## src/inc/adc_cal_trim_defines.svh

```systemverilog
// Offsets, field positions, reset values and timing counts of the calibration and trim block
`ifndef ADC_CAL_TRIM_DEFINES_SVH
`define ADC_CAL_TRIM_DEFINES_SVH

// ----------------------------------------
// Register byte offsets
// ----------------------------------------
`define REG_CTRL 8'h00
`define REG_SOFT_TRIG 8'h04
`define REG_STATUS 8'h08
`define REG_IRQ_STATUS 8'h0c
`define REG_IRQ_MASK 8'h10
`define REG_TRIM_BASE 8'h20
`define TRIM_COUNT 26

// ----------------------------------------
// Control fields
// ----------------------------------------
`define CTRL_CAL_EN 0
`define CTRL_FG_OFS 1
`define CTRL_BG_OFS 2
`define CTRL_BG_CAL 3
`define CTRL_TRIG_SEL 4
`define CTRL_SINGLE 5
`define CTRL_IN_SEL 6
`define CTRL_WIDTH 7

// ----------------------------------------
// Interrupt status bits
// ----------------------------------------
`define IRQ_FOREGROUND_CAL_COMPLETE 0
`define IRQ_REFUSED 1
`define IRQ_BG_OFS 2
`define IRQ_WIDTH 3

// ----------------------------------------
// Trim word indexes
// ----------------------------------------
`define T_A0_VINA 5'd0
`define T_A0_VINB 5'd1
`define T_A90_VINA 5'd2
`define T_A90_VINB 5'd3
`define T_B0_VINA 5'd4
`define T_B0_VINB 5'd5
`define T_GAIN_DUAL 5'd6
`define T_GAIN_SINGLE 5'd10
`define T_FS_A 5'd14
`define T_FS_B 5'd15
`define T_TIME_P0 5'd16
`define T_TIME_P90 5'd20
`define T_SKEW_A 5'd24
`define T_SKEW_B 5'd25

// ----------------------------------------
// Reset values and timing
// ----------------------------------------
`define TRIM_RESET 16'h8000
`define FS_RESET 16'ha000
`define CLK_PERIOD_NS 20
`define FG_CORE_TIME_NS 2560
`define FG_OFS_TIME_NS 1280
`define BG_OFS_PERIOD_NS 10240
`define FG_CORE_CYCLES (`FG_CORE_TIME_NS / `CLK_PERIOD_NS)
`define FG_OFS_CYCLES (`FG_OFS_TIME_NS / `CLK_PERIOD_NS)
`define BG_OFS_CYCLES (`BG_OFS_PERIOD_NS / `CLK_PERIOD_NS)

`endif

```

## src/inc/adc_cal_trim_pkg.sv

```systemverilog
// Types of the calibration and trim block
package adc_cal_trim_pkg;

	typedef enum logic [1:0]
	{
		S_IDLE = 2'b00,
		S_FG_CORE = 2'b01,
		S_FG_OFS = 2'b10
	} cal_state_type;

	typedef struct packed
	{
		logic [15:0] offset_a;
		logic [15:0] offset_b;
		logic [3:0][15:0] gain;
		logic [3:0][15:0] timing;
		logic [15:0] skew_a;
		logic [15:0] skew_b;
		logic [15:0] fs_a;
		logic [15:0] fs_b;
	} applied_trim_type;

endpackage

```

## src/adc_cal_trim.sv

```systemverilog
// Offset calibration sequencer and trim selection with a Wishbone register port
`timescale 1ns/10ps
`include "adc_cal_trim_defines.svh"

module adc_cal_trim
	import adc_cal_trim_pkg::*;
(
	input wire logic clk_i,
	input wire logic rst_i,
	input wire logic cyc_i,
	input wire logic stb_i,
	input wire logic we_i,
	input wire logic [7:0] adr_i,
	input wire logic [3:0] sel_i,
	input wire logic [31:0] dat_i,
	output logic [31:0] dat_o,
	output logic ack_o,
	output logic irq_o,
	input wire logic calibration_trigger_pin_i,
	input wire logic [15:0] offset_meas_a_i,
	input wire logic [15:0] offset_meas_b_i,
	input wire logic [11:0] sample_i,
	output logic [11:0] sample_o,
	output logic cores_offline_o,
	output applied_trim_type trim_o
);

	// ----------------------------------------
	// Address decoding
	// ----------------------------------------
	function automatic logic is_trim(input logic [7:0] adr);
		is_trim = (adr >= `REG_TRIM_BASE) && (adr < (`REG_TRIM_BASE + 8'(4 * `TRIM_COUNT))) && (adr[1:0] == 2'b00);
	endfunction

	function automatic logic [4:0] trim_index(input logic [7:0] adr);
		logic [7:0] rel;
		rel = adr - `REG_TRIM_BASE;
		trim_index = rel[6:2];
	endfunction

	logic [`CTRL_WIDTH-1:0] ctrl;
	logic [`IRQ_WIDTH-1:0] irq_status;
	logic [`IRQ_WIDTH-1:0] irq_mask;
	logic [15:0] trim_mem [0:`TRIM_COUNT-1];
	cal_state_type state;
	logic [11:0] count;
	logic [11:0] bg_count;
	logic foreground_cal_complete;
	logic pin_prev;
	logic ack;

	logic req;
	logic bus_wr;
	logic bus_rd;
	logic fg_offset_cal_enable;
	logic bg_offset_cal_enable;
	logic bg_cal_enable;
	logic trigger_source_select;
	logic single_mode;
	logic in_sel;
	logic cal_en_rise;
	logic software_calibration_trigger;
	logic pin_rise;
	logic fg_start;
	logic fg_end;
	logic ofs_write;
	logic bg_ofs_step;
	logic trim_wr_ok;
	logic trim_refused;
	logic [`IRQ_WIDTH-1:0] irq_event;
	logic [15:0] next_gain [0:3];
	logic [15:0] next_timing [0:3];

	assign req = cyc_i && stb_i && !ack;
	// Writes commit at the edge at which the master samples ack high
	assign bus_wr = cyc_i && stb_i && we_i && ack;
	assign bus_rd = req && !we_i;
	assign fg_offset_cal_enable = ctrl[`CTRL_FG_OFS];
	assign bg_offset_cal_enable = ctrl[`CTRL_BG_OFS];
	assign bg_cal_enable = ctrl[`CTRL_BG_CAL];
	assign trigger_source_select = ctrl[`CTRL_TRIG_SEL];
	assign single_mode = ctrl[`CTRL_SINGLE];
	assign in_sel = ctrl[`CTRL_IN_SEL];

	// ----------------------------------------
	// Calibration triggers
	// ----------------------------------------
	assign cal_en_rise = bus_wr && (adr_i == `REG_CTRL) && sel_i[0] && dat_i[`CTRL_CAL_EN] && !ctrl[`CTRL_CAL_EN];
	assign software_calibration_trigger = bus_wr && (adr_i == `REG_SOFT_TRIG) && sel_i[0] && dat_i[0];
	assign pin_rise = calibration_trigger_pin_i && !pin_prev;
	assign fg_start = (state == S_IDLE) && !bg_cal_enable && (cal_en_rise || (trigger_source_select ? pin_rise : software_calibration_trigger));
	assign fg_end = ((state == S_FG_CORE) && (count == 12'(`FG_CORE_CYCLES - 1)) && !fg_offset_cal_enable)
		|| ((state == S_FG_OFS) && (count == 12'(`FG_OFS_CYCLES - 1)));
	assign ofs_write = (state == S_FG_OFS) && (count == 12'(`FG_OFS_CYCLES - 1));
	assign bg_ofs_step = bg_cal_enable && bg_offset_cal_enable && (state == S_IDLE) && (bg_count == 12'(`BG_OFS_CYCLES - 1));

	// Trim writes are refused during background calibration and, for offset trims, in offset modes
	assign trim_wr_ok = !bg_cal_enable && !((trim_index(adr_i) <= `T_B0_VINB) && (fg_offset_cal_enable || bg_offset_cal_enable));
	assign trim_refused = bus_wr && is_trim(adr_i) && !trim_wr_ok;
	assign irq_event = {bg_ofs_step, trim_refused, fg_end};

	always_ff @(posedge clk_i)
	begin
		if (rst_i)
			pin_prev <= 1'b0;
		else
			pin_prev <= calibration_trigger_pin_i;
	end

	// ----------------------------------------
	// Foreground sequencer
	// ----------------------------------------
	always_ff @(posedge clk_i)
	begin
		if (rst_i)
		begin
			state <= S_FG_CORE;
			count <= 12'h000;
		end
		else
		begin
			case (state)
				S_IDLE:
				begin
					count <= 12'h000;
					if (fg_start)
						state <= S_FG_CORE;
				end
				S_FG_CORE:
				begin
					count <= count + 12'h001;
					if (count == 12'(`FG_CORE_CYCLES - 1))
					begin
						count <= 12'h000;
						state <= fg_offset_cal_enable ? S_FG_OFS : S_IDLE;
					end
				end
				S_FG_OFS:
				begin
					count <= count + 12'h001;
					if (count == 12'(`FG_OFS_CYCLES - 1))
					begin
						count <= 12'h000;
						state <= S_IDLE;
					end
				end
				default:
					state <= S_IDLE;
			endcase
		end
	end

	always_ff @(posedge clk_i)
	begin
		if (rst_i)
			bg_count <= 12'h000;
		else if (!(bg_cal_enable && bg_offset_cal_enable) || bg_ofs_step)
			bg_count <= 12'h000;
		else if (state == S_IDLE)
			bg_count <= bg_count + 12'h001;
	end

	always_ff @(posedge clk_i)
	begin
		if (rst_i)
			foreground_cal_complete <= 1'b0;
		else if (fg_start)
			foreground_cal_complete <= 1'b0;
		else if (fg_end)
			foreground_cal_complete <= 1'b1;
	end

	// ----------------------------------------
	// Control and interrupt registers
	// ----------------------------------------
	always_ff @(posedge clk_i)
	begin
		if (rst_i)
			ctrl <= '0;
		else if (bus_wr && (adr_i == `REG_CTRL) && sel_i[0])
			ctrl <= dat_i[`CTRL_WIDTH-1:0];
	end

	always_ff @(posedge clk_i)
	begin
		if (rst_i)
			irq_mask <= '0;
		else if (bus_wr && (adr_i == `REG_IRQ_MASK) && sel_i[0])
			irq_mask <= dat_i[`IRQ_WIDTH-1:0];
	end

	always_ff @(posedge clk_i)
	begin
		if (rst_i)
			irq_status <= '0;
		else if (bus_rd && (adr_i == `REG_IRQ_STATUS))
			irq_status <= irq_event;
		else
			irq_status <= irq_status | irq_event;
	end

	always_ff @(posedge clk_i)
	begin
		if (rst_i)
			irq_o <= 1'b0;
		else
			irq_o <= |(irq_status & irq_mask);
	end

	// ----------------------------------------
	// Trim storage
	// ----------------------------------------
	always_ff @(posedge clk_i)
	begin
		if (rst_i)
		begin
			for (int i = 0; i < `TRIM_COUNT; i++)
				trim_mem[i] <= `TRIM_RESET;
			trim_mem[`T_FS_A] <= `FS_RESET;
			trim_mem[`T_FS_B] <= `FS_RESET;
		end
		else if (ofs_write || bg_ofs_step)
		begin
			if (single_mode)
			begin
				trim_mem[in_sel ? `T_A90_VINB : `T_A90_VINA] <= offset_meas_a_i;
				trim_mem[in_sel ? `T_B0_VINB : `T_B0_VINA] <= offset_meas_b_i;
			end
			else
			begin
				trim_mem[`T_A0_VINA] <= offset_meas_a_i;
				trim_mem[`T_B0_VINB] <= offset_meas_b_i;
			end
		end
		else if (bus_wr && is_trim(adr_i) && trim_wr_ok)
		begin
			if (sel_i[0])
				trim_mem[trim_index(adr_i)][7:0] <= dat_i[7:0];
			if (sel_i[1])
				trim_mem[trim_index(adr_i)][15:8] <= dat_i[15:8];
		end
	end

	// ----------------------------------------
	// Applied trims by channel mode
	// ----------------------------------------
	always_ff @(posedge clk_i)
	begin
		if (rst_i)
			trim_o <= '0;
		else
		begin
			if (single_mode)
			begin
				trim_o.offset_a <= trim_mem[in_sel ? `T_A90_VINB : `T_A90_VINA];
				trim_o.offset_b <= trim_mem[in_sel ? `T_B0_VINB : `T_B0_VINA];
			end
			else
			begin
				trim_o.offset_a <= trim_mem[`T_A0_VINA];
				trim_o.offset_b <= trim_mem[`T_B0_VINB];
			end
			trim_o.skew_a <= trim_mem[`T_SKEW_A];
			trim_o.skew_b <= trim_mem[`T_SKEW_B];
			trim_o.fs_a <= trim_mem[`T_FS_A];
			trim_o.fs_b <= trim_mem[`T_FS_B];
			// Gain of every bank and timing of banks 0 and 1 follow the channel mode
			for (int b = 0; b < 4; b++)
			begin
				trim_o.gain[b] <= next_gain[b];
				trim_o.timing[b] <= next_timing[b];
			end
		end
	end

	// ----------------------------------------
	// Bank trim selection
	// ----------------------------------------
	// Banks 0 to 3 of the carrier are core A bank 0, 1 and core B bank 0, 1
	for (genvar b = 0; b < 4; b++)
	begin : g_bank
		assign next_gain[b] = single_mode ? trim_mem[`T_GAIN_SINGLE + 5'(b)] : trim_mem[`T_GAIN_DUAL + 5'(b)];
		assign next_timing[b] = (single_mode && (b < 2)) ? trim_mem[`T_TIME_P90 + 5'(b)]
			: trim_mem[`T_TIME_P0 + 5'(b)];
	end

	// ----------------------------------------
	// Sample path
	// ----------------------------------------
	// Mid code while a foreground calibration runs
	always_ff @(posedge clk_i)
	begin
		if (rst_i)
		begin
			cores_offline_o <= 1'b1;
			sample_o <= 12'h000;
		end
		else
		begin
			cores_offline_o <= (state != S_IDLE) || fg_start;
			sample_o <= ((state != S_IDLE) || fg_start) ? 12'h000 : sample_i;
		end
	end

	// ----------------------------------------
	// Wishbone answer
	// ----------------------------------------
	always_ff @(posedge clk_i)
	begin
		if (rst_i)
			ack <= 1'b0;
		else
			ack <= req;
	end

	assign ack_o = ack;

	// Read data is registered and stands with ack for one cycle
	always_ff @(posedge clk_i)
	begin
		if (rst_i)
			dat_o <= 32'h0000_0000;
		else if (bus_rd)
		begin
			if (adr_i == `REG_CTRL)
				dat_o <= 32'(ctrl);
			else if (adr_i == `REG_STATUS)
				dat_o <= {28'h0000000, single_mode, bg_cal_enable && bg_offset_cal_enable,
					state != S_IDLE, foreground_cal_complete};
			else if (adr_i == `REG_IRQ_STATUS)
				dat_o <= 32'(irq_status);
			else if (adr_i == `REG_IRQ_MASK)
				dat_o <= 32'(irq_mask);
			else if (is_trim(adr_i))
				dat_o <= {16'h0000, trim_mem[trim_index(adr_i)]};
			else
				dat_o <= 32'h0000_0000;
		end
	end

endmodule

```

## config.mk

```make
export PLATFORM = sky130hd
export DESIGN_NAME = adc_cal_trim
export DESIGN_NICKNAME = d
export VERILOG_FILES = /design/src/inc/adc_cal_trim_pkg.sv /design/src/adc_cal_trim.sv
export VERILOG_INCLUDE_DIRS = /design/src /design/src/inc
export SDC_FILE = /design/constraint.sdc
export NUM_CORES = 1
export LEC_CHECK = 0
export BUFFER_PORTS_ARGS = -buffer_cell sky130_fd_sc_hd__buf_2
export CAP_MARGIN = 0
export CORE_MARGIN = 2
export CORE_UTILIZATION = 63
export CTS_CLUSTER_DIAMETER = 30
export DETAILED_ROUTE_END_ITERATION = 16
export PLACE_DENSITY = 0.85
export SYNTH_ARGS = -nofsm -noshare
export SYNTH_HDL_FRONTEND = slang
export SYNTH_SLANG_ARGS = --single-unit
```

## constraint.sdc

```tcl
create_clock -name clk_i -period 7.45 [get_ports clk_i]
set_input_delay 0.745 -clock clk_i [delete_from_list [all_inputs] [get_ports clk_i]]
set_output_delay 0.745 -clock clk_i [all_outputs]
set_load 0.01 [all_outputs]
```

=== After elaboration in Yosys (flattened, before gate mapping) ===
Memories as Yosys holds them, arrays and structs flattened. A register that Yosys moved wholly into a read port is not among the register bits.
Index checks and enable logic that the tools add are counted.

* RAM bits: 416
* Word-level logic and storage cells: 162
* Output and inout bits: 271
* Register bits after elaboration: 216
* Memories: 1

{| class="wikitable"
|+ Memory list
! name !! depth !! width !! rd ports !! clocked after Yosys merged registers in !! write ports !! line !! text
|-
| trim_mem || 26 || 16 || 23 || 6 || 26 || adc_cal_trim.sv:44 || <nowiki>logic [15:0] trim_mem [0:`TRIM_COUNT-1];</nowiki>
|}

* Eq/ne operators: 12
* Muxes and demuxes: 57
* $lt $le $gt $ge: 3
* Bitwise logic cells: 6
* Add/subtract/negate cells: 3
* Reduce and logical (&&, ||, !) cells: 59

{| class="wikitable"
|+ Operators with widths
! kind !! count
|-
| $mux 16 || 18
|-
| $reduce_or 16->1 || 3
|-
| $pmux 12 s3 || 1
|-
| $mux 32 || 1
|-
| $logic_and 1x1->1 || 31
|-
| $mux 1 || 25
|-
| $add 12x1->12 const B || 2
|-
| $mux 12 || 2
|-
| $eq 8x4->1 const B || 2
|-
| $mux 5 || 3
|-
| $eq 12x6->1 const B || 1
|-
| $eq 12x7->1 const B || 1
|-
| $eq 12x9->1 const B || 1
|-
| $mux 2 || 5
|-
| $logic_not 1->1 || 9
|-
| $eq 8x3->1 const B || 1
|-
| $eq 8x5->1 const B || 1
|-
| $ge 8x6->1 const B || 1
|-
| $logic_not 8->1 || 1
|-
| $lt 8x8->1 const B || 1
|-
| $sub 7x6->7 const B || 1
|-
| $logic_or 1x1->1 || 6
|-
| $pmux 2 s3 || 1
|-
| $reduce_or 2->1 || 3
|-
| 14 further kinds || 19
|}

=== Depth between registers and ports, before layout ===
* Depth in word-level cells: 12
* Depth in mapped cells: 12
* Depth with buffers taken out: 9

=== Worst setup path before layout ===
OpenSTA, ideal clock, no wires.

* Kind: input port to flip-flop
* Start: input adr_i[6]
* End: memory trim_mem[20][0] (enable)
* Path slack: 3.726 ns
* Arrival time: 3.337 ns
* Stages: 9
* Path through: inv_1 ha_1 and3b_1 a22oi_1 o21bai_1 or4_1 buf_6 buf_6 o31ai_1

{| class="wikitable"
|+ RTL lines
! element !! line !! text
|-
| from (decl) || adc_cal_trim.sv:13 || <nowiki>input wire logic [7:0] adr_i,</nowiki>
|-
| to (decl) || adc_cal_trim.sv:44 ||
|}

==> impl_metrics.toml <==
[status]
status = "complete, no violations"

[global_route]
grt_max_degree = 100
grt.overflow.total = 0
antenna_found_initial = 2
grt_pass1_wl_um = 153000
grt_pass1_vias = 24100
grt_usage = 0.375

[sta]
max_freq_mhz = 221
worstMarginPinSlew_ns = 1.36
setup_viol = 0
finalCritPeriodShare = 0.608
fin_setup_tns_ns = 0
slew_violations = 0
layout_setup_ws_ns = 2.92
slew_headroom = 0.0817
hold_viol = 0
skew_ns = 0.0255
period_minus_slack_ns = 4.53
rsz0062_at_grt = "false"

[detailed_routing]
wirelength_um = 105000
via_count = 24400
drc_errors = 0
postRouteAntennaNets = 0
dr.pass1.iters = 8
drt_iter0_drc = 3912
via_per_inst = 6.67
wl_per_cell_um = 28.6

[clock_network]
htree_levels = 4
post-cts-setup-buffers = 0
cts_tree = "yes"
cts_made_buffers = 137
clkSinkCount = 808
cts_resized = 0
ctsHoldBuffers = 0
clock_path_buffers = 3
worstSkewPairLatency_ns = 0.73
clock-root-buffer = "clkbuf_16"
clk_pin_slew_ns = 0.06

[setup_path]
crit_path_end = "trim_mem[12][3]"
reg2reg_from = "state[0]"
critPathKind = "flop to flop"
crit_arrival_ns = 4.88
cp-start-kind = "flop"
cpPeakStageDelay_ns = 0.84
path_max_fanout = 10
crit_top_cell = "and4_1"
path_delay_family = "simple AND/OR/NAND/NOR gates"
reg2reg_to = "trim_mem[12][3]"
rr_worst_depth = 8
r2r_setup_slack_ns = 2.92
startpoint = "state[0]"
end_kind = "flop"
cp_cell_sequence = "inv_1, ha_1, and4_1, and4_1, a22o_1, nor4_1, nand4_1, nand2_1"
cp_slowest_cell = "nand4_1"
crit_required_ns = 7.80
worst-path-buf-inv = 1
cp.depth = 8

[cells_and_area]
final_nets = 2951
fillCellCount = 2893
drive_gt1_frac = 0.277
area_growth_pct = 20.0
final_util = 0.768
stdcell_area_um2 = 40500

[yosys]
synth_seq_cells = 808
ys_warn_count = 0
ys_seq_area_frac = 0.631
synth-main-ff-cell = "edfxtp_1"
avgSynthCellArea_um2 = 13.5
synth_top_cell_area_share = 0.455
synth_edf_count = 512
synth.distinct_cells = 72
synth_commonest_cells = "edfxtp_1 (512), nor2_1 (386), dfxtp_1 (296)"
ys_async_sr_fraction = 0
yosysMostFrequentCell = "edfxtp_1"
synthesis.area_um2 = 33800
yosys.area.top_type = "edfxtp_1"
synth_area_leaders = "edfxtp_1 (46%), dfxtp_1 (18%), mux4_2 (10%), mux2i_1 (4.5%), nor2_1 (4.3%)"
synthesis.instances = 2504

[floorplanning]
die_x_um = 235
core_area_um2 = 52800
ios = 365
start_util = 0.640
die_h_um = 235
dieArea_um2 = 55500
rows = 84

[placed_design]
gp_congestion = 0.946
post-dp-hpwl_um = 67000
portBuffers = 330
dpl_cell_area_um2 = 35800
pre_cts_ws_ns = 2.52

[power]
worst_ir_drop_vdd_v = 0.000250
p_leak_nw = 15.5
totalPowerFinal_mw = 11.9
p_per_area_nw_per_um2 = 293

[min_path]
hold_path.class = "input pin to flop"

[job]
max_cap_violations = 0
-- cells by family (layout without fill, tap and decap cells) --
kind of cell,Yosys count,after routing,synth area share
buf+inv,214,659,0.0288
xor+xnor,11,11,0.00285
fa+ha+maj,8,8,0.00296
other cells,1,19,0.000111
compound gates,175,175,0.0349
simple gates,963,963,0.141
flops,808,808,0.631
mux,324,324,0.159
-- per-stage QoR --
stage,std cells,hold WS [ns]
floorplan,2519,0.447
global placement,3397,0.457
detailed placement,3397,0.461
CTS,3651,0.218
global route,3652,0.230
finish,3655,0.236
-- flip-flops by register name, indices dropped and copies added, names as in the netlist, 7 cells and up --
| signal | count |
|---|---|
| bg_count | 12 |
| count | 12 |
| ctrl | 7 |
| dat_o | 16 |
| sample_o | 12 |
| trim_mem | 512 |
| trim_o | 224 |
-- metal layers --
metal  global-route usage  vias up  routed length (um)
met1                0.476    11900               35500
li1                     -     9840                   -
met2                0.588     2221               48700
met5                    0        -                  27
met3                0.124      443               14900
met4                0.179        4                5410
-- how the worst min path moves through the flow --
stage | from | end | slack, ns | cells past startpoint
final | sample_i[0] | sample_o[0] | 0.24 | 2
after global routing | sample_i[9] | sample_o[9] | 0.23 | 2
after CTS | sample_i[4] | sample_o[4] | 0.22 | 2
after detailed placement | dat_o[9] | dat_o[9] | 0.46 | 2
after global placement | dat_o[13] | dat_o[13] | 0.46 | 2
after floorplan | foreground_cal_complete | foreground_cal_complete | 0.45 | 2
-- area by class of cell --
class,count,area (um^2),share of cell area
sequential,808,21300,0.526
multi-input combinational,1497,11600,0.285
clock buffer,173,3820,0.0944
timing repair buffer,378,2030,0.0502
tap,688,861,0.0213
clock inverter,81,825,0.0204
inverter,27,101,0.00250
antenna,3,7.51,0.000185
-- power by group --
group	leakage, nW	internal, mW	switching (mW)
registers	7.54	4.87	0.0640
clock network	2.27	4.04	2.25
logic	5.70	0.222	0.421
total	15.5	9.14	2.74
-- placed cells by master, fill, tap and decap left out, drive strengths merged, types with 20 or more instances in the layout --
master  netlist  routed
clkbuf      106     176
buf          81     375
edfxtp      512     512
mux4        152     152
a21oi        33      33
inv          27      49
nor2b       109     109
nor3         72      72
o21ai        38      38
clkinv        0      37
dfxtp       296     296
nand3        42      42
nand2       141     141
and3         22      22
and2         93      93
mux2i       170     170
nor2        390     390
nand4        20      20
Power figures use the tool's default switching activity.
